## src/design/ims_pkg.sv

```systemverilog
// Constants, field layouts and types shared by the bus sequencer
package ims_pkg;
  localparam int            ADDR_W       = 3;
  localparam int            DATA_W       = 8;
  localparam int            BAUD_W       = 8;
  localparam logic [2:0]    ADDR_BUF     = 3'h0;
  localparam logic [2:0]    ADDR_CTRL    = 3'h1;
  localparam logic [2:0]    ADDR_STAT    = 3'h2;
  localparam logic [2:0]    ADDR_FLAG    = 3'h3;
  localparam logic [2:0]    ADDR_BAUD    = 3'h4;
  localparam logic [7:0]    BAUD_RST     = 8'h09;
  localparam logic [7:0]    BAUD_ONE     = 8'h01;
  localparam logic [7:0]    DATA_ZERO    = 8'h00;
  localparam logic [3:0]    BIT_FIRST    = 4'h0;
  localparam logic [3:0]    BIT_ONE      = 4'h1;
  localparam logic [3:0]    BIT_LAST     = 4'h7;
  localparam logic [3:0]    BIT_ACK      = 4'h8;
  localparam logic [4:0]    SEQ_MASK     = 5'h1f;
  localparam int            CTRL_ACK_POS = 6;
  localparam int            STAT_BF_POS  = 0;
  localparam int            STAT_BSY_POS = 1;

  // Second control register, low five bits are sequence enables
  typedef struct packed {
    logic ack_data_value_bit;
    logic ack_sequence_enable_bit;
    logic receive_enable_bit;
    logic stop_enable_bit;
    logic repeated_start_enable_bit;
    logic start_enable_bit;
  } ims_ctrl_t;

  // Sticky flags, write one to clear
  typedef struct packed {
    logic stop_detected;
    logic start_detected;
    logic bus_collision_flag;
    logic write_collision_flag;
    logic serial_port_interrupt_flag;
  } ims_flag_t;

  typedef enum logic [3:0] {
    S_IDLE    = 4'h0,
    S_ST_WAIT = 4'h1,
    S_ST_HOLD = 4'h2,
    S_RS_LOW  = 4'h3,
    S_RS_HIGH = 4'h4,
    S_RS_SDA  = 4'h5,
    S_TX_LOW  = 4'h6,
    S_TX_HIGH = 4'h7,
    S_RX_LOW  = 4'h8,
    S_RX_HIGH = 4'h9,
    S_AK_LOW  = 4'ha,
    S_AK_HIGH = 4'hb,
    S_SP_LOW  = 4'hc,
    S_SP_HIGH = 4'hd,
    S_SP_REL  = 4'he
  } ims_state_t;
endpackage

```

## src/design/ims_i2c_master_sequencer.sv

```systemverilog
// Two-wire bus master sequencer with its register port
// Functional notes
// - A transfer ends by Stop or Repeated Start; Repeated Start keeps the bus held.
// - Transmit: address with direction 0, then 8-bit bytes, acknowledge received each.
// - Receive: address with direction 1, then 8-bit bytes, acknowledge sent each.
// - Released clock pauses the baud counter until high, then reload and count.
// - Buffer write during any sequence sets write collision, buffer kept.
// - Sequence enable bits ignore writes until the Start has finished.
// - Start: both lines high, count; still high at timeout, data low, flag start.
// - Then reload, at timeout clear start enable, stop counter, hold data low.
// - Lines low at begin or clock low early: collision flag, abort, idle.
// - Repeated start: clock low, data released one period, then clock released.
// - Then data low one period, clock low, clear enable, interrupt after timeout.
// - Repeated start enable is ignored while another event runs.
// - Repeated start collision: data low at clock rise, or clock drops early.
// - Buffer write sets buffer full; bits placed after fall, low and high periods.
// - After eighth clock fall, clear buffer full and release data for acknowledge.
// - Ninth clock rise captures acknowledge: low clears status, high sets it.
// - After ninth clock set interrupt, stop counter, clock low until next write.
// - Address byte: seven address bits then direction bit, one per clock fall.
// - Stop: data low, count, release clock, release data, flag, clear, interrupt.
// - Receive end: clear enable, load buffer, set full and interrupt, hold clock.
//
// The implementer's own choices: strobed register access and the address map.
module ims_i2c_master_sequencer (
  input  wire logic                        clock,
  input  wire logic                        rst_b,
  input  wire logic [ims_pkg::ADDR_W-1:0]  reg_addr,
  input  wire logic [ims_pkg::DATA_W-1:0]  reg_wdata,
  input  wire logic                        reg_wr,
  input  wire logic                        reg_rd,
  output logic      [ims_pkg::DATA_W-1:0]  reg_rdata,
  input  wire logic                        scl_i,
  output logic                             scl_o,
  output logic                             scl_oe,
  input  wire logic                        sda_i,
  output logic                             sda_o,
  output logic                             sda_oe,
  output logic                             busy
);
  import ims_pkg::*;

  logic [1:0]                scl_sy_q;
  logic [1:0]                sda_sy_q;
  ims_state_t                state_q;
  ims_state_t                state_d;
  logic [BAUD_W-1:0]         cnt_q;
  logic [BAUD_W-1:0]         cnt_d;
  logic [BAUD_W-1:0]         baud_q;
  logic [3:0]                bit_q;
  logic [3:0]                bit_d;
  logic [DATA_W-1:0]         sh_q;
  logic [DATA_W-1:0]         sh_d;
  logic [DATA_W-1:0]         buf_q;
  logic [DATA_W-1:0]         reg_rdata_q;
  ims_ctrl_t                 ctrl_q;
  ims_ctrl_t                 ctrl_d;
  ims_flag_t                 flag_q;
  ims_flag_t                 flag_set;
  ims_flag_t                 flag_clr;
  logic [4:0]                en_clr;
  logic                      ack_stat_q;
  logic                      bf_q;
  logic                      hi_seen_q;
  logic                      hold_scl_q;
  logic                      hold_scl_d;
  logic                      hold_sda_q;
  logic                      hold_sda_d;
  logic                      scl_oe_q;
  logic                      sda_oe_q;
  logic                      scl_drv;
  logic                      sda_drv;
  logic                      busy_q;
  logic                      clr_bf;
  logic                      rx_load;
  logic                      ack_cap;
  logic                      bcol_ev;

  wire scl_s      = scl_sy_q[1];
  wire sda_s      = sda_sy_q[1];
  wire tick       = (cnt_q == {BAUD_W{1'b0}});
  wire seq_pend   = |(ctrl_q[4:0] & SEQ_MASK);
  wire idle_free  = (state_q == S_IDLE) && !seq_pend;
  wire buf_wr     = reg_wr && (reg_addr == ADDR_BUF);
  wire buf_rd     = reg_rd && (reg_addr == ADDR_BUF);
  wire ctrl_wr    = reg_wr && (reg_addr == ADDR_CTRL);
  wire flag_wr    = reg_wr && (reg_addr == ADDR_FLAG);
  wire baud_wr    = reg_wr && (reg_addr == ADDR_BAUD);
  wire tx_go      = buf_wr && idle_free;
  wire write_collision_flag_ev    = buf_wr && !idle_free;
  wire ctrl_lock  = !idle_free;
  wire is_high    = (state_q == S_RS_HIGH) || (state_q == S_TX_HIGH) ||
                    (state_q == S_RX_HIGH) || (state_q == S_AK_HIGH) ||
                    (state_q == S_SP_HIGH);
  wire is_rel     = (state_q == S_SP_REL);
  wire line_up    = is_high ? scl_s : (is_rel && scl_s && sda_s);
  wire rise       = (is_high || is_rel) && line_up && !hi_seen_q;
  wire hi_seen_d  = (state_d == state_q) && (hi_seen_q || ((is_high || is_rel) && line_up));
  wire [DATA_W-1:0] rd_val =
    (reg_addr == ADDR_BUF)  ? buf_q :
    (reg_addr == ADDR_CTRL) ? {1'b0, ack_stat_q, ctrl_q} :
    (reg_addr == ADDR_STAT) ? {6'h00, busy_q, bf_q} :
    (reg_addr == ADDR_FLAG) ? {3'h0, flag_q} :
    (reg_addr == ADDR_BAUD) ? baud_q : DATA_ZERO;

  // Pin sampling, the first stage feeds only the second
  always_ff @(posedge clock or negedge rst_b)
  begin
    if (!rst_b)
    begin
      scl_sy_q <= 2'h3;
      sda_sy_q <= 2'h3;
    end
    else
    begin
      scl_sy_q <= {scl_sy_q[0], scl_i};
      sda_sy_q <= {sda_sy_q[0], sda_i};
    end
  end

  // Sequencer: every state transition reloads the baud counter
  always_comb
  begin
    state_d    = state_q;
    cnt_d      = tick ? cnt_q : cnt_q - BAUD_ONE;
    bit_d      = bit_q;
    sh_d       = sh_q;
    hold_scl_d = hold_scl_q;
    hold_sda_d = hold_sda_q;
    flag_set   = '0;
    en_clr     = 5'h00;
    clr_bf     = 1'b0;
    rx_load    = 1'b0;
    ack_cap    = 1'b0;
    bcol_ev    = 1'b0;
    if ((is_high || is_rel) && !hi_seen_q)
      cnt_d = baud_q;
    case (state_q)
      S_IDLE:
      begin
        cnt_d = baud_q;
        if (tx_go)
        begin
          state_d = S_TX_LOW;
          sh_d    = reg_wdata;
          bit_d   = BIT_FIRST;
        end
        else if (ctrl_q.start_enable_bit)
        begin
          if (!scl_s && !sda_s)
            bcol_ev = 1'b1;
          else if (scl_s && sda_s)
            state_d = S_ST_WAIT;
        end
        else if (ctrl_q.repeated_start_enable_bit)
          state_d = S_RS_LOW;
        else if (ctrl_q.stop_enable_bit)
          state_d = S_SP_LOW;
        else if (ctrl_q.receive_enable_bit)
        begin
          state_d = S_RX_LOW;
          bit_d   = BIT_FIRST;
        end
        else if (ctrl_q.ack_sequence_enable_bit)
          state_d = S_AK_LOW;
      end
      S_ST_WAIT:
        if (!scl_s)
          bcol_ev = 1'b1;
        else if (tick)
        begin
          if (sda_s)
          begin
            state_d                 = S_ST_HOLD;
            flag_set.start_detected = 1'b1;
          end
          else
            bcol_ev = 1'b1;
        end
      S_ST_HOLD:
        if (tick)
        begin
          state_d                             = S_IDLE;
          en_clr[0]                           = 1'b1;
          flag_set.serial_port_interrupt_flag = 1'b1;
          hold_scl_d                          = 1'b0;
          hold_sda_d                          = 1'b1;
        end
      S_RS_LOW:
        if (tick)
        begin
          if (sda_s)
            state_d = S_RS_HIGH;
          else
            bcol_ev = 1'b1;
        end
      S_RS_HIGH:
        if (rise && !sda_s)
          bcol_ev = 1'b1;
        else if (hi_seen_q && !scl_s)
          bcol_ev = 1'b1;
        else if (hi_seen_q && tick)
        begin
          state_d                 = S_RS_SDA;
          flag_set.start_detected = 1'b1;
        end
      S_RS_SDA:
        if (!scl_s)
          bcol_ev = 1'b1;
        else if (tick)
        begin
          state_d                             = S_IDLE;
          en_clr[1]                           = 1'b1;
          flag_set.serial_port_interrupt_flag = 1'b1;
          hold_scl_d                          = 1'b1;
          hold_sda_d                          = 1'b1;
        end
      S_TX_LOW:
        if (tick)
          state_d = S_TX_HIGH;
      S_TX_HIGH:
      begin
        if (rise && (bit_q == BIT_ACK))
          ack_cap = 1'b1;
        if (hi_seen_q && tick)
        begin
          if (bit_q == BIT_ACK)
          begin
            state_d                             = S_IDLE;
            flag_set.serial_port_interrupt_flag = 1'b1;
            hold_scl_d                          = 1'b1;
            hold_sda_d                          = 1'b0;
          end
          else
          begin
            state_d = S_TX_LOW;
            bit_d   = bit_q + BIT_ONE;
            sh_d    = {sh_q[DATA_W-2:0], 1'b0};
            clr_bf  = (bit_q == BIT_LAST);
          end
        end
      end
      S_RX_LOW:
        if (tick)
          state_d = S_RX_HIGH;
      S_RX_HIGH:
      begin
        if (rise)
          sh_d = {sh_q[DATA_W-2:0], sda_s};
        if (hi_seen_q && tick)
        begin
          if (bit_q == BIT_LAST)
          begin
            state_d                             = S_IDLE;
            rx_load                             = 1'b1;
            en_clr[3]                           = 1'b1;
            flag_set.serial_port_interrupt_flag = 1'b1;
            hold_scl_d                          = 1'b1;
            hold_sda_d                          = 1'b0;
          end
          else
          begin
            state_d = S_RX_LOW;
            bit_d   = bit_q + BIT_ONE;
          end
        end
      end
      S_AK_LOW:
        if (tick)
          state_d = S_AK_HIGH;
      S_AK_HIGH:
        if (hi_seen_q && tick)
        begin
          state_d                             = S_IDLE;
          en_clr[4]                           = 1'b1;
          flag_set.serial_port_interrupt_flag = 1'b1;
          hold_scl_d                          = 1'b1;
          // Keep the acknowledge level so data does not move as the clock falls
          hold_sda_d                          = !ctrl_q.ack_data_value_bit;
        end
      S_SP_LOW:
        if (tick)
          state_d = S_SP_HIGH;
      S_SP_HIGH:
        if (hi_seen_q && tick)
          state_d = S_SP_REL;
      S_SP_REL:
      begin
        if (rise)
          flag_set.stop_detected = 1'b1;
        if (hi_seen_q && tick)
        begin
          state_d                             = S_IDLE;
          en_clr[2]                           = 1'b1;
          flag_set.serial_port_interrupt_flag = 1'b1;
          hold_scl_d                          = 1'b0;
          hold_sda_d                          = 1'b0;
        end
      end
      default:
        state_d = S_IDLE;
    endcase
    if (bcol_ev)
    begin
      state_d                     = S_IDLE;
      en_clr                      = 5'h03;
      flag_set.bus_collision_flag = 1'b1;
      hold_scl_d                  = 1'b0;
      hold_sda_d                  = 1'b0;
    end
    if (state_d != state_q)
      cnt_d = baud_q;
    flag_set.write_collision_flag = write_collision_flag_ev;
  end

  // Line drive per state; enable high pulls the line low
  always_comb
  begin
    scl_drv = 1'b0;
    sda_drv = 1'b0;
    case (state_q)
      S_IDLE:
      begin
        scl_drv = hold_scl_q;
        sda_drv = hold_sda_q;
      end
      S_ST_HOLD: sda_drv = 1'b1;
      S_RS_LOW:  scl_drv = 1'b1;
      S_RS_SDA:  sda_drv = 1'b1;
      S_TX_LOW,
      S_TX_HIGH:
      begin
        scl_drv = (state_q == S_TX_LOW);
        sda_drv = (bit_q < BIT_ACK) && !sh_q[DATA_W-1];
        // First low cycle keeps the old level so data moves after the clock falls
        if ((state_q == S_TX_LOW) && (cnt_q == baud_q))
          sda_drv = sda_oe_q;
      end
      S_RX_LOW:  scl_drv = 1'b1;
      S_AK_LOW,
      S_AK_HIGH:
      begin
        scl_drv = (state_q == S_AK_LOW);
        sda_drv = !ctrl_q.ack_data_value_bit;
      end
      S_SP_LOW:
      begin
        scl_drv = 1'b1;
        sda_drv = 1'b1;
      end
      S_SP_HIGH: sda_drv = 1'b1;
      default:
      begin
        scl_drv = 1'b0;
        sda_drv = 1'b0;
      end
    endcase
  end

  assign flag_clr = flag_wr ? ims_flag_t'(reg_wdata[4:0]) : '0;

  always_comb
  begin
    ctrl_d                    = ctrl_q;
    ctrl_d[4:0]               = ctrl_q[4:0] & ~en_clr;
    if (ctrl_wr)
      ctrl_d.ack_data_value_bit = reg_wdata[5];
    if (ctrl_wr && !ctrl_lock)
      ctrl_d[4:0]             = reg_wdata[4:0] & SEQ_MASK;
  end

  always_ff @(posedge clock or negedge rst_b)
  begin
    if (!rst_b)
    begin
      state_q    <= S_IDLE;
      cnt_q      <= BAUD_RST;
      bit_q      <= BIT_FIRST;
      sh_q       <= DATA_ZERO;
      hi_seen_q  <= 1'b0;
      hold_scl_q <= 1'b0;
      hold_sda_q <= 1'b0;
    end
    else
    begin
      state_q    <= state_d;
      cnt_q      <= cnt_d;
      bit_q      <= bit_d;
      sh_q       <= sh_d;
      hi_seen_q  <= hi_seen_d;
      hold_scl_q <= hold_scl_d;
      hold_sda_q <= hold_sda_d;
    end
  end

  // Software-visible state; hardware sets win over clears
  always_ff @(posedge clock or negedge rst_b)
  begin
    if (!rst_b)
    begin
      ctrl_q      <= '0;
      flag_q      <= '0;
      baud_q      <= BAUD_RST;
      buf_q       <= DATA_ZERO;
      bf_q        <= 1'b0;
      ack_stat_q  <= 1'b0;
      reg_rdata_q <= DATA_ZERO;
      busy_q      <= 1'b0;
      scl_oe_q    <= 1'b0;
      sda_oe_q    <= 1'b0;
    end
    else
    begin
      ctrl_q      <= ctrl_d;
      flag_q      <= (flag_q & ~flag_clr) | flag_set;
      baud_q      <= baud_wr ? reg_wdata : baud_q;
      buf_q       <= rx_load ? sh_d : (tx_go ? reg_wdata : buf_q);
      bf_q        <= tx_go || rx_load || (bf_q && !clr_bf && !buf_rd);
      ack_stat_q  <= ack_cap ? sda_s : ack_stat_q;
      reg_rdata_q <= reg_rd ? rd_val : DATA_ZERO;
      busy_q      <= (state_d != S_IDLE);
      scl_oe_q    <= scl_drv;
      sda_oe_q    <= sda_drv;
    end
  end

  assign reg_rdata = reg_rdata_q;
  assign scl_oe    = scl_oe_q;
  assign sda_oe    = sda_oe_q;
  assign busy      = busy_q;
  // Output levels are fixed low flops: the lines are open drain
  logic scl_o_q;
  logic sda_o_q;
  always_ff @(posedge clock or negedge rst_b)
  begin
    if (!rst_b)
    begin
      scl_o_q <= 1'b0;
      sda_o_q <= 1'b0;
    end
    else
    begin
      scl_o_q <= 1'b0;
      sda_o_q <= 1'b0;
    end
  end
  assign scl_o = scl_o_q;
  assign sda_o = sda_o_q;

  chk_write_collision_flag_set: assert property (@(posedge clock) disable iff (!rst_b)
    write_collision_flag_ev |=> flag_q.write_collision_flag)
    else $error("refused buffer write did not flag a collision");

  chk_buf_kept: assert property (@(posedge clock) disable iff (!rst_b)
    (buf_wr && (state_q != S_IDLE)) |=> $stable(buf_q) || $past(rx_load))
    else $error("buffer changed on a refused write");

  chk_bf_on_write: assert property (@(posedge clock) disable iff (!rst_b)
    tx_go |=> bf_q && (state_q == S_TX_LOW) && (buf_q == $past(reg_wdata)))
    else $error("accepted write did not start a byte");

  chk_cnt_paused: assert property (@(posedge clock) disable iff (!rst_b)
    (is_high && !scl_s && !hi_seen_q && (state_d == state_q)) |=> (cnt_q == baud_q))
    else $error("baud counter ran while the clock was held low");

  chk_start_done: assert property (@(posedge clock) disable iff (!rst_b)
    ((state_q == S_ST_HOLD) && tick) |=>
      !ctrl_q.start_enable_bit && flag_q.serial_port_interrupt_flag ##1 sda_oe_q)
    else $error("start did not finish with data held low");

  chk_ack_capture: assert property (@(posedge clock) disable iff (!rst_b)
    ((state_q == S_TX_HIGH) && rise && (bit_q == BIT_ACK)) |=> (ack_stat_q == $past(sda_s)))
    else $error("acknowledge status not captured");

  chk_ctrl_locked: assert property (@(posedge clock) disable iff (!rst_b)
    (ctrl_wr && (state_q == S_ST_WAIT)) |=> (ctrl_q[1:0] == $past(ctrl_q[1:0])))
    else $error("sequence enables changed during a start");

  chk_tx_bit: assert property (@(posedge clock) disable iff (!rst_b)
    ((state_q == S_TX_LOW) && (bit_q < BIT_ACK) && (cnt_q != baud_q)) |=>
      (sda_oe_q == !$past(sh_q[DATA_W-1])))
    else $error("transmitted bit does not follow the shift register");

  chk_tx_hold: assert property (@(posedge clock) disable iff (!rst_b)
    ((state_q == S_TX_LOW) && (cnt_q == baud_q) && !tick) |=> $stable(sda_oe_q))
    else $error("data moved in the cycle in which the clock fell");

  chk_start_bcol: assert property (@(posedge clock) disable iff (!rst_b)
    ((state_q == S_IDLE) && ctrl_q.start_enable_bit && !tx_go && !scl_s && !sda_s) |=>
      flag_q.bus_collision_flag && (state_q == S_IDLE) && !ctrl_q.start_enable_bit)
    else $error("start on a low bus did not flag a collision");

  chk_rx_end: assert property (@(posedge clock) disable iff (!rst_b)
    rx_load |=> bf_q && !ctrl_q.receive_enable_bit && (state_q == S_IDLE) ##1 scl_oe_q)
    else $error("receive end did not load buffer and hold the clock");

  cov_start: cover property (@(posedge clock) disable iff (!rst_b)
    (state_q == S_ST_HOLD) ##1 (state_q == S_IDLE));
  cov_tx_byte: cover property (@(posedge clock) disable iff (!rst_b)
    (state_q == S_TX_HIGH) && (bit_q == BIT_ACK) ##1 (state_q == S_IDLE));
  cov_rx_byte: cover property (@(posedge clock) disable iff (!rst_b) rx_load);
  cov_stop: cover property (@(posedge clock) disable iff (!rst_b)
    (state_q == S_SP_REL) ##1 (state_q == S_IDLE));
endmodule

```

## config.mk

```make
export PLATFORM = sky130hd
export DESIGN_NAME = ims_i2c_master_sequencer
export DESIGN_NICKNAME = d
export VERILOG_FILES = /design/src/design/ims_pkg.sv /design/src/design/ims_i2c_master_sequencer.sv
export SDC_FILE = /design/constraint.sdc
export NUM_CORES = 1
export LEC_CHECK = 0
export BUFFER_PORTS_ARGS = -buffer_cell sky130_fd_sc_hd__clkbuf_2
export CAP_MARGIN = 0
export CORE_UTILIZATION = 23
export CTS_CLUSTER_DIAMETER = 100
export DETAILED_ROUTE_END_ITERATION = 8
export PLACE_DENSITY_LB_ADDON = 0.1
export REMOVE_ABC_BUFFERS = 1
export SYNTH_ARGS = -nofsm -noshare
export SYNTH_HDL_FRONTEND = slang
export SYNTH_SLANG_ARGS = --single-unit
export TNS_END_PERCENT = 50
```

## constraint.sdc

```tcl
create_clock -name clock -period 3.2 [get_ports clock]
set_input_delay 0.48 -clock clock [delete_from_list [all_inputs] [get_ports clock]]
set_output_delay 0.48 -clock clock [all_outputs]
set_load 0.02 [all_outputs]
```

==> results.toml, run 1 <==
[pwr]
netSwitchingPower_mw = 1.60
pwr-share-clk = 0.246
p_seq_frac = 0.343
ir_drop_uv = 270
p_leak_nw = 2.33
power.total_mw = 4.00
power.internal_mw = 2.40
combPwrFrac = 0.411
powerDensity_nw_per_um2 = 778
swShare = 0.400

[run]
maxCapViolCount = 0

[placement]
gp_congestion = 0.816
io_buffers = 27
place_inst = 734
hpwl_um = 11400

[setup_path]
r2r_cells = 11
start_kind = "flip-flop"
cp.arrival_ns = 3.24
path_max_fanout = 8
cp_data_required_time_ns = 3.42
crit_type = "flip-flop to flip-flop"
ff2ff_setup_slack_ns = 0.18
r2r-start = "cnt_q[0]"
end_kind = "flip-flop"
r2r-end = "cnt_q[2]"

[layout]
nNetsFinal = 538
instances_no_fill = 751
drive_above_1_share = 0.232
fillCellCount = 1937
n_antenna_cell = 0
syn2layout_area_growth_pct = 21.0
multi_input_area_um2 = 2270
regArea_um2 = 1790

[timing]
period_needed_ns = 3.02
finalClockSkew_ns = 0.00933
rsz0062_at_grt = "false"
max_freq_ghz = 0.332
finalCritPeriodShare = 0.943
setup-violations-final = 0
relSlewSlack = 0.349
drv_slew = 0
worst_pin_slew_ns = 0.977
hold_viol = 0
setup_tns_ns = 0

[synth]
yosys.area_share.simple = 0.216
ys_dominant_reg_cell = "dfrtp_1"
synth_edf_count = 0
synth_xor_area_frac = 0.0309
muxShareOfSynthArea = 0.0668
yosysTopAreaCell = "dfrtp_1"
syn_area_um2 = 4250
synth_seq_area_share = 0.420
synthTopCellsByArea = "dfrtp_1, nand2_1, dfstp_2, mux2_2, a21oi_1"
yosys.cell_types.count = 78
async_flop_share = 1.00
yosysMostFrequentCell = "nand2_1"
synth_top_area_share = 0.371
synth_adder_area_share = 0.0118
netlist_top_cells_count = "nand2_1, dfrtp_1, nor2_1, a21oi_1, o21ai_0"
yosys_warnings = 0
syn_area_per_cell_um2 = 9.16
synth_cells = 464
synth-compound-area-share = 0.206
ys_ff_latch = 71
synth_top_family_by_area = "simple AND/OR/NAND/NOR gates"

[floorplan]
die_h_um = 138
start_util = 0.236
core_um2 = 18000
die_width_um = 138
row_count = 49
dieArea_um2 = 19000
ioPinCount = 30

[clock_network]
cts_htree_levels = 3
clk_latency_ns = 0.35
cts.clk_slew.worst_paths_ns = 0.06
cts_root_buf = "clkbuf_16"
clk_path_buf_depth = 2
hold_buffers = 0
cts.sinks = 71
cts_buffers = 9
cts_tree = "yes"

[drt]
drt_first_pass_iters = 5
wire_per_inst_um = 20.2
drcViolationCount = 0
num_vias = 3758
finalWirelength_um = 15200
viasPerCell = 5.00
drtAntennaViolNets = 0
drt_iter0_markers = 314

[min_path]
hold_path_depth = 1
holdPathEnd = "sda_sy_q[0]"
hp-class = "input pin to flip-flop"
min_from = "sda_i"

[global_route]
grt_max_degree = 72
grt_first_pass_wirelength_um = 23200
grt_pass1_vias = 3792
grt-ovfl-total = 0
antenna_found_initial = 0
grt_util_all_layers = 0.171

[run_status]
status = "complete, no violations"
-- registers in the layout (all words and copies together) (netlist names) --
register    count
sda_oe          1
buf_q           8
scl_oe          1
sh_q            8
flag_q          5
state_q         4
busy            1
scl_sy_q        2
ack_stat_q      1
hold_sda_q      1
reg_rdata       8
sda_sy_q        2
hi_seen_q       1
ctrl_q          6
bf_q            1
bit_q           4
hold_scl_q      1
baud_q          8
cnt_q           8
-- final cells by class --
type                    count  share of cell area
clock buffers              12              0.0499
clock inverters             4             0.00584
inverters                  20              0.0146
multi-input cells         348               0.441
flip-flops and latches     71               0.347
well taps                 229              0.0557
repair buffers             67              0.0852
-- kinds of logic (layout without fill, tap and decap cells) --
logic type | Yosys count | count (layout)
AND/OR/NAND/NOR | 180 | 180
buffers and inverters | 46 | 103
multiplexers | 26 | 26
XOR/XNOR | 15 | 15
other | 1 | 2
AO/OA/AOI/OAI | 121 | 121
flip-flops | 71 | 71
adder cells (fa/ha/maj) | 4 | 4
-- cell usage in the layout, fill, tap and decap left out, types with 8 or more instances in the layout --
cell type / synthesis / routed
xor2_1: 10 / 10
dfrtp_1: 63 / 63
mux2_2: 18 / 18
nand2_1: 65 / 65
nor2b_1: 12 / 12
o21ai_0: 20 / 20
inv_1: 18 / 18
a21oi_1: 32 / 32
buf_4: 3 / 41
clkbuf_16: 0 / 9
a21o_1: 12 / 12
clkbuf_2: 1 / 26
dfstp_2: 8 / 8
nor2_1: 35 / 35
nand3_1: 15 / 15
nor3_1: 8 / 8
-- timing repair --
item / CTS / global route
gates resized for setup: 0 / 1
endpoints found under the setup margin: 0 / 4
setup buffers: 0 / 1
-- routing by layer --
metal	up-vias	part of all wire	GRT usage
met2	103	0.47	0.265
met3	20	0.034	0.0241
met5	-	0	0
met4	0	0.022	0.0707
met1	1844	0.48	0.236
li1	1791	-	-
-- worst max path at each step --
| stage | startpoint | endpoint | slack (ns) | depth (start not counted) |
|---|---|---|---|---|
| after floorplan | state_q[2] | cnt_q[2] | 0.35 | 8 |
| after global placement | cnt_q[0] | cnt_q[2] | 0.27 | 11 |
| after detailed placement | cnt_q[0] | cnt_q[4] | 0.16 | 11 |
| after CTS | cnt_q[0] | cnt_q[4] | 0.14 | 11 |
| after global routing | cnt_q[0] | cnt_q[5] | 0.008 | 11 |
| final | cnt_q[0] | cnt_q[2] | 0.18 | 11 |
-- worst max-delay path: stages (launching register included) --
cell     delay (ns)
dfstp_2        0.57
inv_1          0.08
ha_1           0.23
nor3b_1        0.14
buf_4          0.16
and2_1         0.17
a41oi_1        0.23
a41o_1         0.24
mux2i_2        0.28
nor2_1         0.10
o21ai_4        0.32
mux2_2         0.38
-- metrics by stage --
stage               hold WS [ns]  area, µm²  setup WS (ns)  utilization
floorplan                  0.184       4130          0.346            -
global placement           0.346       4840          0.274        0.269
detailed placement         0.347       4840          0.158        0.269
CTS                        0.207       5130          0.137        0.285
global route               0.211       5140        0.00756        0.285
finish                     0.215       5140          0.184        0.285
-- power by group through the flow --
| stage | combinational [mW] | sequential [mW] | clock (mW) |
|---|---|---|---|
| detailed placement | 1.63 | 1.39 | 0 |
| CTS | 1.63 | 1.37 | 1.01 |
| floorplan | 0.964 | 1.38 | 0 |
| global placement | 1.63 | 1.38 | 0 |
| global route | 1.79 | 1.40 | 1.04 |
| finish | 1.65 | 1.37 | 0.984 |
Power figures use the tool's default switching activity.
==> run 2: changes to the inputs <==
--- a/config.mk
+++ b/config.mk
@@ -8,9 +8,7 @@
 export BUFFER_PORTS_ARGS = -buffer_cell sky130_fd_sc_hd__clkbuf_2
 export CAP_MARGIN = 0
 export CORE_UTILIZATION = 23
-export CTS_CLUSTER_DIAMETER = 100
 export DETAILED_ROUTE_END_ITERATION = 8
-export PLACE_DENSITY_LB_ADDON = 0.1
 export REMOVE_ABC_BUFFERS = 1
 export SYNTH_ARGS = -nofsm -noshare
 export SYNTH_HDL_FRONTEND = slang
==> run 2 against run 1 <==
  * Combinational power fell by 7%
  * Die area did not move
  * Total power rose by 0.73%
  * Clock power rose by 12%
  * Sequential power barely moved
  * Global-route usage fell by 2.8 points
  * Flip-flop and latch count did not move
  * Critical path type unchanged
  * Largest power group unchanged
  * Highest routed layer unchanged
==> results.toml, run 2 (synthesis results as in run 1) <==
[run_status]
status = "complete, no violations"

[placement]
hpwl_um = 9390
pre_cts_slack_ns = 0.255
gp_congestion = 0.889
io_buffers = 27
place_area_um2 = 4810

[pwr]
combPwrFrac = 0.382
p_seq_frac = 0.346
ir_drop_uv = 302
netSwitchingPower_mw = 1.53
p_leak_nw = 2.33
power.internal_mw = 2.50
powerDensity_nw_per_um2 = 784
swShare = 0.379
pwr-share-clk = 0.273

[clock_network]
clk_latency_ns = 0.35
cts.sinks = 71
clk_path_buf_depth = 2
cts_resized = 0
postCtsSetupBuffers = 0
cts_htree_levels = 3
cts_buffers = 9
cts_tree = "yes"
cts_root_buf = "clkbuf_16"
hold_buffers = 0
cts.clk_slew.worst_paths_ns = 0.06

[setup_path]
start_kind = "flip-flop"
path_depth = 11
ff2ff_setup_slack_ns = 0.22
cpMaxStageDelayCell = "dfstp_2"
slowest_delay_ns = 0.57
cp_data_required_time_ns = 3.42
cp.arrival_ns = 3.21
r2r_cells = 11
r2r-end = "cnt_q[6]"
crit_buf_inv = 2
path_max_fanout = 8
crit_chain = "inv_1, ha_1, nor3b_1, buf_4, a21oi_1, a2111oi_4, a211oi_2, o21bai_1, a21o_1, o21ai_4, mux2_2"
end_kind = "flip-flop"
crit_type = "flip-flop to flip-flop"
r2r-start = "cnt_q[0]"
cpLargestDelayFamily = "compound AO/OA/AOI/OAI gates"

[floorplan]
row_count = 49
ioPinCount = 30
start_util = 0.236
die_width_um = 138
dieArea_um2 = 19000
core_um2 = 18000
die_h_um = 138

[layout]
design_area_um2 = 5140
syn2layout_area_growth_pct = 20.9
n_antenna_cell = 0
final_common_cell = "nand2_1"
final_util = 0.285
drive_above_1_share = 0.223
nNetsFinal = 531
fillCellCount = 1937
final_cell_mix = "nand2_1, dfrtp_1, nor2_1"

[run]
maxCapViolCount = 0

[global_route]
grt_util_all_layers = 0.142
grt_max_degree = 72
antenna_found_initial = 0
grt-ovfl-total = 0
grt_pass1_vias = 3609
grt_first_pass_wirelength_um = 20200

[drt]
num_vias = 3771
viasPerCell = 5.07
drtAntennaViolNets = 0
drcViolationCount = 0
drt_first_pass_iters = 5
wire_per_inst_um = 17.2
drt_iter0_markers = 354
finalWirelength_um = 12800

[min_path]
hold_path_depth = 1
holdPathEnd = "sda_sy_q[0]"
min_from = "sda_i"
hp-class = "input pin to flip-flop"

[timing]
setup_tns_ns = 0
worst_pin_slew_ns = 0.895
drv_slew = 0
relSlewSlack = 0.403
rsz0062_at_grt = "false"
setup_slack_ns = 0.217
setup-violations-final = 0
period_needed_ns = 2.98
hold_viol = 0
finalClockSkew_ns = 0.0114
max_freq_ghz = 0.335
finalCritPeriodShare = 0.932
[run 2: per-stage QoR]
stage	power [mW]	hold WS, ns	cells
finish	4.03	0.215	744
global route	4.27	0.203	744
CTS	4.04	0.203	744
detailed placement	2.92	0.347	728
global placement	2.92	0.346	728
floorplan	2.34	0.184	439
[run 2: layer usage]
layer / up-vias / share of wire / track usage
met5: - / 0 / 0
met4: 0 / 0.025 / 0.0525
met3: 24 / 0.065 / 0.0365
met2: 125 / 0.46 / 0.218
met1: 1849 / 0.45 / 0.192
li1: 1773 / - / -
[run 2: power by group through the flow]
| stage | Combinational, mW | Clock (mW) | Sequential (mW) |
|---|---|---|---|
| final | 1.54 | 1.10 | 1.39 |
| after global routing | 1.69 | 1.16 | 1.43 |
| after CTS | 1.53 | 1.13 | 1.38 |
| after detailed placement | 1.52 | 0 | 1.40 |
| after global placement | 1.53 | 0 | 1.40 |
| after floorplan | 0.964 | 0 | 1.38 |
[run 2: worst reg2reg max path: stages, from the launching register on]
cell	delay [ns]
dfstp_2	0.57
inv_1	0.08
ha_1	0.24
nor3b_1	0.15
buf_4	0.16
a21oi_1	0.23
a2111oi_4	0.09
a211oi_2	0.34
o21bai_1	0.11
a21o_1	0.20
o21ai_4	0.33
mux2_2	0.38
[run 2: cell type report]
class,count,area (µm²),share of cell area
flip-flops and latches,71,1790,0.348
well taps,229,287,0.0557
clock buffers,10,239,0.0465
inverters,20,75.1,0.0146
multi-input cells,348,2270,0.442
repair buffers,60,398,0.0774
clock inverters,6,83.8,0.0163
[run 2: worst max-delay path by stage]
stage / from / to / slack (ns)
floorplan: state_q[2] / cnt_q[2] / 0.35
global placement: cnt_q[0] / cnt_q[2] / 0.28
detailed placement: cnt_q[0] / cnt_q[5] / 0.25
CTS: cnt_q[0] / cnt_q[6] / 0.24
global route: cnt_q[0] / cnt_q[6] / 0.04
finish: cnt_q[0] / cnt_q[6] / 0.22
